### config.mk
export PLATFORM = sky130hd
export DESIGN_NAME = ea_mode_decode_classify
export DESIGN_NICKNAME = d
export VERILOG_FILES = /design/src/rtl/ea_pkg.sv /design/src/rtl/ea_class_if.sv /design/src/rtl/ea_classify.sv /design/src/rtl/ea_mode_decode_classify.sv
export VERILOG_INCLUDE_DIRS = /design/src /design/src/rtl
export SDC_FILE = /design/constraint.sdc
export NUM_CORES = 1
export LEC_CHECK = 0
export ABC_AREA = 1
export BUFFER_PORTS_ARGS = -buffer_cell sky130_fd_sc_hd__buf_2
export CAP_MARGIN = 40
export CORE_MARGIN = 5
export CORE_UTILIZATION = 52
export DETAILED_ROUTE_END_ITERATION = 16
export PLACE_DENSITY = 0.79
export SLEW_MARGIN = 20
export SYNTH_ARGS = -nofsm -noshare
export SYNTH_HDL_FRONTEND = slang
export SYNTH_SLANG_ARGS = --single-unit
export TNS_END_PERCENT = 1
### constraint.sdc
create_clock -name mclk -period 3.6 [get_ports mclk]
set_input_delay 0.18 -clock mclk [delete_from_list [all_inputs] [get_ports mclk]]
set_output_delay 0.18 -clock mclk [all_outputs]
set_load 0.01 [all_outputs]
### src/rtl/ea_cfg.svh
// encodings, word counts and extension-word step for effective-address decode
`ifndef EA_CFG_SVH
`define EA_CFG_SVH

// ---------------------------------------------------------------
// mode and register field codes
// ---------------------------------------------------------------
`define MODE_DREG 3'h0
`define MODE_AREG 3'h1
`define MODE_AIND 3'h2
`define MODE_APOST 3'h3
`define MODE_APRE 3'h4
`define MODE_ADISP 3'h5
`define MODE_AIDX 3'h6
`define MODE_EXT 3'h7
`define REG_ABS_W 3'h0
`define REG_ABS_L 3'h1
`define REG_PC_D16 3'h2
`define REG_PC_IDX 3'h3
`define REG_IMM 3'h4

// ---------------------------------------------------------------
// displacement size codes
// ---------------------------------------------------------------
`define DSZ_NULL 2'h0
`define DSZ_WORD 2'h1
`define DSZ_LONG 2'h2

// ---------------------------------------------------------------
// extension word counts
// ---------------------------------------------------------------
`define WORDS_ABS_W 3'h1
`define WORDS_ABS_L 3'h2
`define WORDS_BYTE 3'h1
`define WORDS_WORD 3'h1
`define WORDS_LONG 3'h2
`define WORDS_SINGLE 3'h2
`define WORDS_DOUBLE 3'h4
`define WORDS_EXTENDED 3'h6
`define WORDS_PACKED 3'h6
`define WORDS_FULL_EXT 3'h1

// byte distance from instruction word to its first extension word
`define EXT_STEP 32'h00000002

`endif

### src/rtl/ea_pkg.sv
// types shared by the effective-address decode modules
package ea_pkg;

  // -------------------------------------------------------------
  // types
  // -------------------------------------------------------------
  typedef enum logic [2:0] {
    IMM_BYTE = 3'h0,
    IMM_WORD = 3'h1,
    IMM_LONG = 3'h2,
    IMM_SINGLE = 3'h3,
    IMM_DOUBLE = 3'h4,
    IMM_EXTENDED = 3'h5,
    IMM_PACKED = 3'h6
  } imm_size_e;

  typedef struct packed {
    logic data_alt;
    logic alt_mem;
    logic alterable;
    logic control;
    logic memory;
    logic data;
  } cat_s;

  typedef enum logic [6:0] {
    S_IDLE = 7'h01,
    S_FULL = 7'h02,
    S_BD = 7'h04,
    S_OD = 7'h08,
    S_MEM = 7'h10,
    S_GATHER = 7'h20,
    S_DONE = 7'h40
  } state_e;

endpackage : ea_pkg

### src/rtl/ea_class_if.sv
// carrier between the decoder and its category classifier
`timescale 1ns/100ps
`default_nettype none

interface ea_class_if;
  logic [2:0] mode;
  logic [2:0] regf;
  ea_pkg::cat_s cats;
  logic legal;

  modport req (output mode, output regf, input cats, input legal);
  modport cls (input mode, input regf, output cats, output legal);
endinterface : ea_class_if

`default_nettype wire

### src/rtl/ea_classify.sv
// mode/register field to addressing category classifier
`timescale 1ns/100ps
`default_nettype none
`include "ea_cfg.svh"

module ea_classify (
  ea_class_if.cls bus // mode/register in, categories out
);
  import ea_pkg::*;

  // -------------------------------------------------------------
  // field decode
  // -------------------------------------------------------------
  wire logic is_ext = (bus.mode == `MODE_EXT);
  wire logic is_areg = (bus.mode == `MODE_AREG);
  wire logic is_dreg = (bus.mode == `MODE_DREG);
  wire logic ext_legal = (bus.regf <= `REG_IMM);
  wire logic is_imm = is_ext && (bus.regf == `REG_IMM);
  wire logic ctl_reg = (bus.mode == `MODE_AIND) || (bus.mode == `MODE_ADISP) ||
                       (bus.mode == `MODE_AIDX);
  wire logic ctl_ext = is_ext && (bus.regf <= `REG_PC_IDX);

  // -------------------------------------------------------------
  // categories
  // -------------------------------------------------------------
  assign bus.legal = !is_ext || ext_legal;
  assign bus.cats.data = bus.legal && !is_areg;
  assign bus.cats.memory = bus.legal && !is_areg && !is_dreg;
  assign bus.cats.control = ctl_reg || (ctl_ext && !is_imm);
  // every 111 form, absolute, pc-relative or immediate, is classed read-only
  assign bus.cats.alterable = !is_ext;
  assign bus.cats.alt_mem = bus.cats.alterable && bus.cats.memory;
  assign bus.cats.data_alt = bus.cats.alterable && bus.cats.data;

endmodule : ea_classify

`default_nettype wire

### src/rtl/ea_mode_decode_classify.sv
// effective-address decode: pc memory indirect preindexed, absolute, immediate
// What this block does
// - pc preindexed: pointer at pc+bd+index, fetched long plus outer disp.
// - the pc value used is the address of the first extension word.
// - pc memory indirect operands are program reads, never write targets.
// - omitted or suppressed base, index, bd or od count as zero.
// - bd and od each null, word or long, fetching matching word counts.
// - suppressed pc base drops pc but access stays program space.
// - absolute short: one word, sign-extended to a 32-bit address.
// - absolute long (reg 001): two words, high half first.
// - immediate byte from low byte, word whole, long two words high first.
// - float immediates: single two, double four, extended and packed six words.
// - classify data, memory, alterable, control; check operand against allowed set.
// - alterable-memory and data-alterable are ANDs of base categories.
// - mode 110 forms are data, memory, control and alterable.
// - pc displacement and indexed forms are data, memory, control, not alterable.
// - immediates are data and memory, not control or alterable.
// - displacements and index sign-extend to 32 bits before the add.
`timescale 1ns/100ps
`default_nettype none
`include "ea_cfg.svh"

module ea_mode_decode_classify (
  input wire logic mclk, // core clock
  input wire logic reset, // synchronous reset, high
  input wire logic start, // one-cycle request, taken in idle
  input wire logic [2:0] ea_mode, // mode field
  input wire logic [2:0] ea_reg, // register field
  input wire logic mem_ind, // 111/011 uses memory indirect preindexed form
  input wire logic [31:0] instr_addr, // address of the instruction word
  input wire logic base_suppress, // pc base suppressed (zero pc)
  input wire logic index_suppress, // index suppressed
  input wire logic [1:0] bd_size, // base displacement size code
  input wire logic [1:0] od_size, // outer displacement size code
  input wire logic [31:0] index_val, // index register contents
  input wire logic index_long, // index taken as long word
  input wire logic [1:0] index_scale, // index shift 0..3
  input wire ea_pkg::imm_size_e imm_size, // immediate operand length
  input wire ea_pkg::cat_s need_cats, // categories the instruction demands
  input wire logic write_dest, // operand is a destination
  input wire logic ext_valid, // extension word present
  input wire logic [15:0] ext_word, // extension word
  output logic ext_ready, // extension word taken this cycle
  output logic mem_req, // long-word read request
  output logic [31:0] mem_addr, // read address
  output logic mem_prog, // read is a program-space access
  input wire logic mem_ack, // read data valid
  input wire logic [31:0] mem_rdata, // read data
  output logic busy, // request in progress
  output logic done, // one-cycle result strobe
  output logic [31:0] ea_addr, // effective address
  output logic [95:0] imm_data, // immediate operand, first word highest
  output logic [2:0] ext_count, // extension words consumed
  output logic ea_formed, // ea_addr holds a computed address
  output logic prog_space, // operand lives in program space
  output ea_pkg::cat_s cats, // categories of the mode
  output logic cat_fault, // demanded category missing
  output logic write_fault // destination not alterable
);
  import ea_pkg::*;

  // -------------------------------------------------------------
  // helpers
  // -------------------------------------------------------------
  function automatic logic [2:0] disp_words(input logic [1:0] sz);
    case (sz)
      `DSZ_WORD: disp_words = 3'h1;
      `DSZ_LONG: disp_words = 3'h2;
      default: disp_words = 3'h0;
    endcase
  endfunction : disp_words

  function automatic logic [31:0] disp_ext(input logic [31:0] v, input logic [1:0] sz);
    case (sz)
      `DSZ_WORD: disp_ext = {{16{v[15]}}, v[15:0]};
      `DSZ_LONG: disp_ext = v;
      default: disp_ext = 32'h00000000;
    endcase
  endfunction : disp_ext

  function automatic logic [2:0] imm_words(input imm_size_e sz);
    case (sz)
      IMM_BYTE: imm_words = `WORDS_BYTE;
      IMM_WORD: imm_words = `WORDS_WORD;
      IMM_LONG: imm_words = `WORDS_LONG;
      IMM_SINGLE: imm_words = `WORDS_SINGLE;
      IMM_DOUBLE: imm_words = `WORDS_DOUBLE;
      IMM_EXTENDED: imm_words = `WORDS_EXTENDED;
      default: imm_words = `WORDS_PACKED;
    endcase
  endfunction : imm_words

  // -------------------------------------------------------------
  // classifier
  // -------------------------------------------------------------
  ea_class_if cif ();
  assign cif.mode = ea_mode;
  assign cif.regf = ea_reg;
  ea_classify u_cls (
    .bus(cif.cls)
  );

  // -------------------------------------------------------------
  // state
  // -------------------------------------------------------------
  state_e state_q, state_d;
  logic [31:0] pc_q, idx_q, bd_q, od_q, ea_q, mem_addr_q;
  logic [95:0] imm_q;
  logic [2:0] wcnt_q, need_w_q, ext_count_q;
  logic [1:0] bdsz_q, odsz_q;
  logic bs_q, pcmi_q, absw_q, absl_q, imm_sel_q, formed_q, write_q;
  imm_size_e imsz_q;
  cat_s cats_q, need_q;

  // -------------------------------------------------------------
  // request decode
  // -------------------------------------------------------------
  wire logic take = start && (state_q == S_IDLE);
  wire logic f_ext = (ea_mode == `MODE_EXT);
  wire logic f_absw = f_ext && (ea_reg == `REG_ABS_W);
  wire logic f_absl = f_ext && (ea_reg == `REG_ABS_L);
  wire logic f_imm = f_ext && (ea_reg == `REG_IMM);
  wire logic f_pcmi = f_ext && (ea_reg == `REG_PC_IDX) && mem_ind;
  wire logic [2:0] f_need = f_absw ? `WORDS_ABS_W :
                            f_absl ? `WORDS_ABS_L : imm_words(imm_size);
  wire logic [31:0] ix_ext = index_long ? index_val : {{16{index_val[15]}}, index_val[15:0]};
  wire logic [31:0] ix_scaled = index_suppress ? 32'h00000000 : (ix_ext << index_scale);

  // -------------------------------------------------------------
  // extension word stream and address arithmetic
  // -------------------------------------------------------------
  wire logic in_words = (state_q == S_FULL) || (state_q == S_BD) ||
                        (state_q == S_OD) || (state_q == S_GATHER);
  wire logic ext_take = ext_valid && in_words;
  wire logic [2:0] wcnt_inc = wcnt_q + 3'h1;
  wire logic [2:0] bd_w = disp_words(bdsz_q);
  wire logic [2:0] od_w = disp_words(odsz_q);
  wire logic [31:0] bd_shift = {bd_q[15:0], ext_word};
  wire logic [31:0] bd_now = ((state_q == S_BD) && ext_take) ? bd_shift : bd_q;
  wire logic [31:0] base_val = bs_q ? 32'h00000000 : pc_q;
  wire logic [31:0] iaddr = base_val + disp_ext(bd_now, bdsz_q) + idx_q;
  wire logic [31:0] od_ext = disp_ext(od_q, odsz_q);
  wire logic [95:0] imm_shift = {imm_q[79:0], ext_word};
  wire logic last_w = ext_take && (wcnt_inc == need_w_q);
  wire logic bd_last = ext_take && (state_q == S_BD) && (wcnt_inc == bd_w);
  wire logic od_last = ext_take && (state_q == S_OD) && (wcnt_inc == od_w);
  wire logic [31:0] abs_w = {{16{ext_word[15]}}, ext_word};
  wire logic [31:0] abs_l = {imm_q[15:0], ext_word};
  wire logic [95:0] imm_fin = (imsz_q == IMM_BYTE) ? {88'h0, ext_word[7:0]} : imm_shift;

  // -------------------------------------------------------------
  // next state
  // -------------------------------------------------------------
  always_comb begin
    state_d = state_q;
    case (state_q)
      S_IDLE: begin
        if (take) begin
          if (f_pcmi) begin
            state_d = S_FULL;
          end else if (f_absw || f_absl || f_imm) begin
            state_d = S_GATHER;
          end else begin
            state_d = S_DONE;
          end
        end
      end
      S_FULL: begin
        if (ext_take) begin
          state_d = (bd_w != 3'h0) ? S_BD : (od_w != 3'h0) ? S_OD : S_MEM;
        end
      end
      S_BD: begin
        if (bd_last) begin
          state_d = (od_w != 3'h0) ? S_OD : S_MEM;
        end
      end
      S_OD: begin
        if (od_last) begin
          state_d = S_MEM;
        end
      end
      S_MEM: begin
        if (mem_ack) begin
          state_d = S_DONE;
        end
      end
      S_GATHER: begin
        if (last_w) begin
          state_d = S_DONE;
        end
      end
      S_DONE: state_d = S_IDLE;
      default: state_d = S_IDLE;
    endcase
  end

  wire logic to_mem = (state_d == S_MEM) && (state_q != S_MEM);

  // -------------------------------------------------------------
  // registers
  // -------------------------------------------------------------
  always_ff @(posedge mclk) begin
    if (reset) begin
      state_q <= S_IDLE;
    end else begin
      state_q <= state_d;
    end
  end

  always_ff @(posedge mclk) begin
    if (reset) begin
      pc_q <= 32'h00000000;
      idx_q <= 32'h00000000;
      bdsz_q <= `DSZ_NULL;
      odsz_q <= `DSZ_NULL;
      bs_q <= 1'b0;
      pcmi_q <= 1'b0;
      absw_q <= 1'b0;
      absl_q <= 1'b0;
      imm_sel_q <= 1'b0;
      imsz_q <= IMM_BYTE;
      need_w_q <= 3'h0;
      cats_q <= '0;
      need_q <= '0;
      write_q <= 1'b0;
    end else if (take) begin
      pc_q <= instr_addr + `EXT_STEP;
      idx_q <= ix_scaled;
      bdsz_q <= bd_size;
      odsz_q <= od_size;
      bs_q <= base_suppress;
      pcmi_q <= f_pcmi;
      absw_q <= f_absw;
      absl_q <= f_absl;
      imm_sel_q <= f_imm;
      imsz_q <= imm_size;
      need_w_q <= f_need;
      cats_q <= cif.cats;
      need_q <= need_cats;
      write_q <= write_dest;
    end
  end

  always_ff @(posedge mclk) begin
    if (reset || take) begin
      wcnt_q <= 3'h0;
      bd_q <= 32'h00000000;
      od_q <= 32'h00000000;
      imm_q <= 96'h0;
      ext_count_q <= 3'h0;
    end else if (ext_take) begin
      wcnt_q <= (state_q == S_FULL || bd_last || od_last) ? 3'h0 : wcnt_inc;
      ext_count_q <= ext_count_q + 3'h1;
      if (state_q == S_BD) begin
        bd_q <= bd_shift;
      end
      if (state_q == S_OD) begin
        od_q <= {od_q[15:0], ext_word};
      end
      if (state_q == S_GATHER) begin
        imm_q <= last_w ? imm_fin : imm_shift;
      end
    end
  end

  always_ff @(posedge mclk) begin
    if (reset || take) begin
      ea_q <= 32'h00000000;
      mem_addr_q <= 32'h00000000;
      formed_q <= 1'b0;
    end else begin
      if (to_mem) begin
        mem_addr_q <= iaddr;
      end
      if (state_q == S_MEM && mem_ack) begin
        ea_q <= mem_rdata + od_ext;
        formed_q <= 1'b1;
      end
      if (state_q == S_GATHER && last_w && (absw_q || absl_q)) begin
        ea_q <= absw_q ? abs_w : abs_l;
        formed_q <= 1'b1;
      end
    end
  end

  // -------------------------------------------------------------
  // outputs
  // -------------------------------------------------------------
  assign ext_ready = in_words;
  assign mem_req = (state_q == S_MEM);
  assign mem_addr = mem_addr_q;
  assign mem_prog = pcmi_q;
  assign busy = (state_q != S_IDLE);
  assign done = (state_q == S_DONE);
  assign ea_addr = ea_q;
  assign imm_data = imm_q;
  assign ext_count = ext_count_q;
  assign ea_formed = formed_q;
  assign prog_space = pcmi_q;
  assign cats = cats_q;
  assign cat_fault = |(need_q & ~cats_q);
  assign write_fault = write_q && !cats_q.alterable;

  // -------------------------------------------------------------
  // checks
  // -------------------------------------------------------------
  wire logic [2:0] pcmi_words = `WORDS_FULL_EXT + bd_w + od_w;

  abs_short_a: assert property (@(posedge mclk) disable iff (reset)
    done && absw_q |-> ea_addr[31:16] == {16{ea_addr[15]}} && ext_count == 3'h1)
    else $error("absolute short address not sign-extended");
  abs_long_a: assert property (@(posedge mclk) disable iff (reset)
    (state_q == S_GATHER) && absl_q && last_w |=> ea_addr == {$past(imm_q[15:0]),
      $past(ext_word)} && ext_count == 3'h2)
    else $error("absolute long address misassembled");
  imm_double_a: assert property (@(posedge mclk) disable iff (reset)
    done && imm_sel_q && (imsz_q == IMM_DOUBLE) |-> ext_count == 3'h4)
    else $error("double immediate word count wrong");
  imm_byte_a: assert property (@(posedge mclk) disable iff (reset)
    done && imm_sel_q && (imsz_q == IMM_BYTE) |-> imm_data[95:8] == 88'h0
      && ext_count == 3'h1)
    else $error("byte immediate not from low byte");
  pc_base_a: assert property (@(posedge mclk) disable iff (reset)
    take |=> pc_q == $past(instr_addr) + `EXT_STEP)
    else $error("pc base is not first extension word address");
  outer_add_a: assert property (@(posedge mclk) disable iff (reset)
    mem_req && mem_ack |=> ea_addr == $past(mem_rdata) + $past(od_ext) ##1 !busy)
    else $error("outer displacement not added to pointer");
  pcmi_words_a: assert property (@(posedge mclk) disable iff (reset)
    done && pcmi_q |-> ext_count == pcmi_words)
    else $error("pc indirect extension word count wrong");
  pcmi_read_a: assert property (@(posedge mclk) disable iff (reset)
    done && pcmi_q |-> !cats.alterable && prog_space && (write_fault == write_q))
    else $error("pc memory indirect treated as writable");
  zero_pc_a: assert property (@(posedge mclk) disable iff (reset)
    $rose(mem_req) && bs_q && (bdsz_q == `DSZ_NULL) |-> mem_addr == idx_q && mem_prog)
    else $error("suppressed pc still used or not program space");
  imm_class_a: assert property (@(posedge mclk) disable iff (reset)
    done && imm_sel_q |-> cats.data && cats.memory && !cats.control && !cats.alterable)
    else $error("immediate classified wrongly");
  combined_cat_a: assert property (@(posedge mclk) disable iff (reset)
    done |-> cats.alt_mem == (cats.alterable && cats.memory)
      && cats.data_alt == (cats.alterable && cats.data))
    else $error("combined categories inconsistent");

endmodule : ea_mode_decode_classify

`default_nettype wire

* Yosys cells after proc, flatten, opt, wreduce, memory -nomap -nowiden
Index checks and enable logic that the tools add are counted.
** Word-level totals
- Bits in registers :: 329
- Input port bits :: 143
- Output and inout bits :: 178
- Word-level logic and storage cells :: 156
** Operators by class
- Add/subtract/negate cells :: 6
- $lt $le $gt $ge :: 2
- Eq/ne operators :: 29
- Shift-type cells :: 1
- Mux-type cells :: 30
- Bitwise gates (word level) :: 2
- Reductions and logical operators :: 54
** Operator list (number)
- 2-to-1 mux 32 bit :: 7
- 2-to-1 mux 96 bit :: 2
- one-hot mux 32 bit (2 select lines) :: 2
- adder 32 bit :: 3
- 2-to-1 mux 7 bit :: 9
- one-hot mux 7 bit (6 select lines) :: 1
- adder 32 x 2 -> 32 bit, second input constant :: 1
- << shifter 32 x 2 -> 32 bit :: 1
- logical AND 1 bit :: 23
- equality test 3 bit, second input constant :: 5
- equality test 7 x 5 -> 1 bit, second input constant :: 2
- logical OR 1 bit :: 13
- equality test 3 x 2 -> 1 bit, second input constant :: 4
- zero test 3 bit :: 4
- equality test 3 x 1 -> 1 bit, second input constant :: 3
- equality test 3 bit :: 3
- 2-to-1 mux 3 bit :: 3
- one-hot mux 3 bit (3 select lines) :: 1
- one-hot mux 2 bit (2 select lines) :: 2
- equality test 7 x 1 -> 1 bit, second input constant :: 1
- equality test 7 x 2 -> 1 bit, second input constant :: 1
- equality test 7 x 3 -> 1 bit, second input constant :: 1
- equality test 7 x 4 -> 1 bit, second input constant :: 1
- equality test 7 x 6 -> 1 bit, second input constant :: 1
- other kinds (18) :: 30

* Depth between registers and ports, before layout
- Depth after elaboration :: 11
- Gate-level depth with buffers :: 26
- Depth with buffers taken out :: 25

* Modules after synthesis
A second synthesis with hierarchy kept.
** Unflattened totals
- Cell total of the unflattened synthesis :: 2973
- Area total of the unflattened synthesis :: 19967.9 sq um
** Modules (own cells, without submodules)
- ea_mode_decode_classify :: instances 1, cells each 2953, area an instance 19881.6 sq um, seq. area each 6586.3 sq um
- ea_classify :: instances 1, cells each 20, area an instance 86.3 sq um, seq. area each 0.0 sq um

* Worst setup path after synthesis
Ideal clock, no wire load.
- Path kind :: register to register
- Start point :: register bdsz_q[0]
- End point :: register mem_addr_q[31] (netlist: mem_addr[31])
- Library setup time :: 0.112 ns
- Arrival :: 3.509 ns
- Slack :: -0.020 ns
- Stages on the path, launching flop included :: 23
- Path buffers :: 2
- Path through :: dfxtp_1 -> inv_1 -> ha_1 -> clkbuf_1 -> inv_1 -> o21ai_1 -> clkbuf_1 -> nor2_1 -> fa_1 -> ha_1 -> fa_1 -> nand3_1 -> nand3_1 -> nand2_1 -> nand2_1 -> nand2_1 -> nand3_1 -> a21oi_1 -> inv_1 -> nand2_1 -> nand2_1 -> nor2_1 -> nor2_1
** Between the ends
- Word-level cells in the longest chain between the ends :: 8
** Ends and longest elaborated chain
- from (decl) :: RTL line ea_mode_decode_classify.sv:110 : logic [1:0] bdsz_q, odsz_q;
- from (signal assigned) :: RTL line ea_mode_decode_classify.sv:215 : bdsz_q <= `DSZ_NULL;
- from (signal assigned) :: RTL line ea_mode_decode_classify.sv:230 : bdsz_q <= bd_size;
- branches (longest 8 deep; another with adder 32 bit)
- to (signal assigned) :: RTL line ea_mode_decode_classify.sv:274 : mem_addr_q <= iaddr;
- to (decl) :: RTL line ea_mode_decode_classify.sv:107 : logic [31:0] pc_q, idx_q, bd_q, od_q, ea_q, mem_addr_q;
Several ways; the timed one is not identified.
A chain may end at the register's enable or synchronous reset.

* Final worst setup path
- Start point :: register state_q[1]
- End point :: register mem_addr_q[29] (netlist: mem_addr[29])
** Between the ends
- Word-level cells in the longest chain between the ends :: 11
** Ends and longest elaborated chain
- from (decl) :: RTL line ea_mode_decode_classify.sv:106 : state_e state_q, state_d;
- from (signal assigned) :: RTL line ea_mode_decode_classify.sv:207 : state_q <= state_d;
- branches (longest 11 deep; another with adder 32 bit)
Several ways; the timed one is not identified.

==> flow_summary.ini <==
[hold_path]
holdCritPathClass = in2reg
min_to = absl_q
hold_depth = 3
hold_start = ea_reg[0]

[pwr]
intPower_mw = 6.70
irDropWorstVdd_mv = 0.267
swShare = 0.286
power_density_nw_per_um2 = 369
pwr-share-seq = 0.404
power.switching_mw = 2.69
fin_total_pwr_mw = 9.39
pwr-share-comb = 0.167
clkPwrFrac = 0.429
p_leak_nw = 12.1

[floorplan]
die_area_um2 = 42400
io_pins = 321
start_util = 0.528
die_w_um = 206
rows = 71
fp.coreArea_um2 = 37800
die_h_um = 206

[setup_path]
path_class = reg2reg
path_max_fanout = 11
crit_path_start_kind = register
r2r-end = mem_addr[29]
crit_required_ns = 4.05
cp-end-kind = register
reg2reg_from = state_q[1]
reg2reg_depth = 23
r2r_setup_slack_ns = 0.01
arrival_ns = 4.04

[sta]
slew-limit-headroom = 0.486
whs_ns = 0.0228
hold_viol = 0
max_freq_mhz = 279
skew_ns = 0.0149
fin_ws_ns = 0.0118
worst_slew_pin_slew_ns = 0.768
setup_viol = 0
rsz0062_at_grt = yes
slew_viol_final = 0
period_needed_ns = 3.59
fin_crit_sh = 0.997

[grt]
overflow = 0
grtUsageTotal = 0.337
grt_pass1_wl_mm = 113
use_met1 = 0.433
grt_pass1_vias = 20700
grt_max_degree = 62
grt-busiest-layer = met2
antenna_found_initial = 2
use_met2 = 0.554
use_met3 = 0.0646

[clock_network]
cts_tree = done
cts-root-buf = clkbuf_16
insertion_delay_ns = 0.56
cts_buffers = 38
clock_path_buffers = 3
htreeDepth = 2
clk_pin_slew_ns = 0.06
clkSinkCount = 329

[synth]
syn_nets = 3243
synth-edff-count = 0
synth_cell_types = 54
ys_seq_elements = 329
yosysWarnings = 0
yosysSeqAreaShare = 0.330
synth_ff_type = dfxtp_1
avgSynthCellArea_um2 = 6.67
async_flop_share = 0
syn_inst = 2997
synth_area_um2 = 20000

[finish]
drive_gt1_frac = 0.211
fin_nets = 3646
final_cell_mix = nand2_1 (732), inv_1 (331), dfxtp_1 (325)
final_common_cell = nand2_1
area_delta_synth_final_pct = 27.5
instances_no_fill = 3941
fin_area_um2 = 25500
antenna_cells = 0
fill_cells = 3308

[route]
drt_iter0_drc = 2355
vias = 22300
drt-pass1-iter-count = 6
route.detailed.drc = 0
viasPerCell = 5.66
wirelength_mm = 75.8
wire_per_inst_um = 19.2
ant_nets = 0

[place]
portBuffers = 320
placed_cell_area_um2 = 22600
place_ws_ns = -0.346
gp_congestion = 1.01
dp_cells = 3797
hpwlAfterDp_mm = 56.5

[run_status]
outcome = complete, no violations

[job]
max_cap_violations = 0
## logic make-up (layout without fill, tap and decap cells)
kind of cell,count (synthesis),count (layout),share of synthesized area
AO/OA/AOI/OAI,652,652,0.176
XOR/XNOR,48,48,0.0210
adder cells (fa/ha/maj),103,103,0.0769
buffers and inverters,490,923,0.0976
flip-flops,329,329,0.330
multiplexers,17,17,0.00852
AND/OR/NAND/NOR,1358,1358,0.290
## how the worst max path moves through the flow
stage,from,end,slack (ns),depth (start not counted)
5_1_grt,state_q[1],mem_addr[20],-0.18,22
3_5_place_dp,state_q[0],mem_addr[27],-0.35,23
3_3_place_gp,state_q[6],mem_addr[27],-0.31,23
2_1_floorplan,state_q[6],mem_addr[31],0.04,23
4_1_cts,state_q[6],mem_addr[29],-0.02,23
6_report,state_q[1],mem_addr[29],0.01,23
## power groups by stage
stage                     Combinational, mW  Sequential, mW  Clock [mW]
final                                  1.57            3.79        4.03
after global routing                   1.68            3.80        4.21
after CTS                              1.43            3.79        4.07
after detailed placement               1.34            3.87           0
after global placement                 1.32            3.87           0
after floorplan                       0.774            3.85           0
## registers in the layout, summed over array words and instances, names as in the netlist, 2 cells and up
name / count
od_q: 32
bdsz_q: 2
imm_data: 96
cats: 6
odsz_q: 2
mem_addr: 32
ea_addr: 32
bd_q: 32
ext_count: 3
imsz_q: 3
need_q: 6
need_w_q: 3
wcnt_q: 3
state_q: 7
pc_q: 32
idx_q: 32
## through the flow
step                       util  TNS [ns]
after floorplan               -         0
after global placement    0.596     -1.65
after detailed placement  0.597     -1.82
after CTS                 0.650   -0.0549
after global routing      0.673     -2.31
final                     0.673         0
## cell type report
cell class | count | area (µm²) | share of cell area
Multi-Input combinational cell | 2178 | 12300 | 0.482
Sequential cell | 329 | 6590 | 0.259
Timing Repair Buffer | 508 | 3380 | 0.133
Inverter | 345 | 1300 | 0.0510
Clock buffer | 53 | 1070 | 0.0419
Tap cell | 511 | 639 | 0.0251
Clock inverter | 17 | 223 | 0.00874
## timing repair
action,CTS,global route
gates cloned,0,5
endpoints found under the setup margin,13,26
gates resized for setup,39,168
hold buffers,53,0
pin swaps,4,60
endpoints found under the hold margin,56,0
setup buffers,0,15
## cell usage after synthesis, types with 10 or more instances
library cell	number	share of area
a21oi_1	296	0.074
a22o_1	15	0.0066
a32o_1	11	0.0055
buf_2	52	0.013
clkbuf_1	80	0.015
dfxtp_1	329	0.33
fa_1	33	0.033
ha_1	70	0.044
inv_1	335	0.063
mux2i_1	17	0.0085
nand2_1	760	0.14
nand3_1	183	0.046
nand3b_1	10	0.0038
nand4_1	33	0.010
nor2_1	255	0.048
nor3_1	44	0.011
o211ai_1	16	0.0060
o21ai_0	266	0.067
o21bai_1	10	0.0038
or2_2	33	0.010
xnor2_1	24	0.011
xor2_1	24	0.011
## per-layer routing
layer	up-vias	wire [µm]
met5	-	25
met2	1178	34700
met3	238	7090
met1	10300	30300
met4	4	3630
li1	10600	-
## worst max-delay path, stage by stage, from the launching register on
cell,delay (ns)
dfxtp_2,0.33
inv_1,0.08
nand2_2,0.08
nor2_4,0.15
nand3_4,0.17
inv_4,0.14
clkbuf_16,0.17
o21ai_2,0.08
or2_4,0.25
a21oi_4,0.16
fa_2,0.51
ha_4,0.34
nand2_4,0.07
inv_1,0.06
nand2_1,0.08
nor3_2,0.24
and2_1,0.16
nand2_1,0.07
nand2_1,0.07
nand2_1,0.04
nand2_1,0.08
nand3_1,0.07
nand2_1,0.07
nor2_1,0.04
Power figures use the tool's default switching activity.
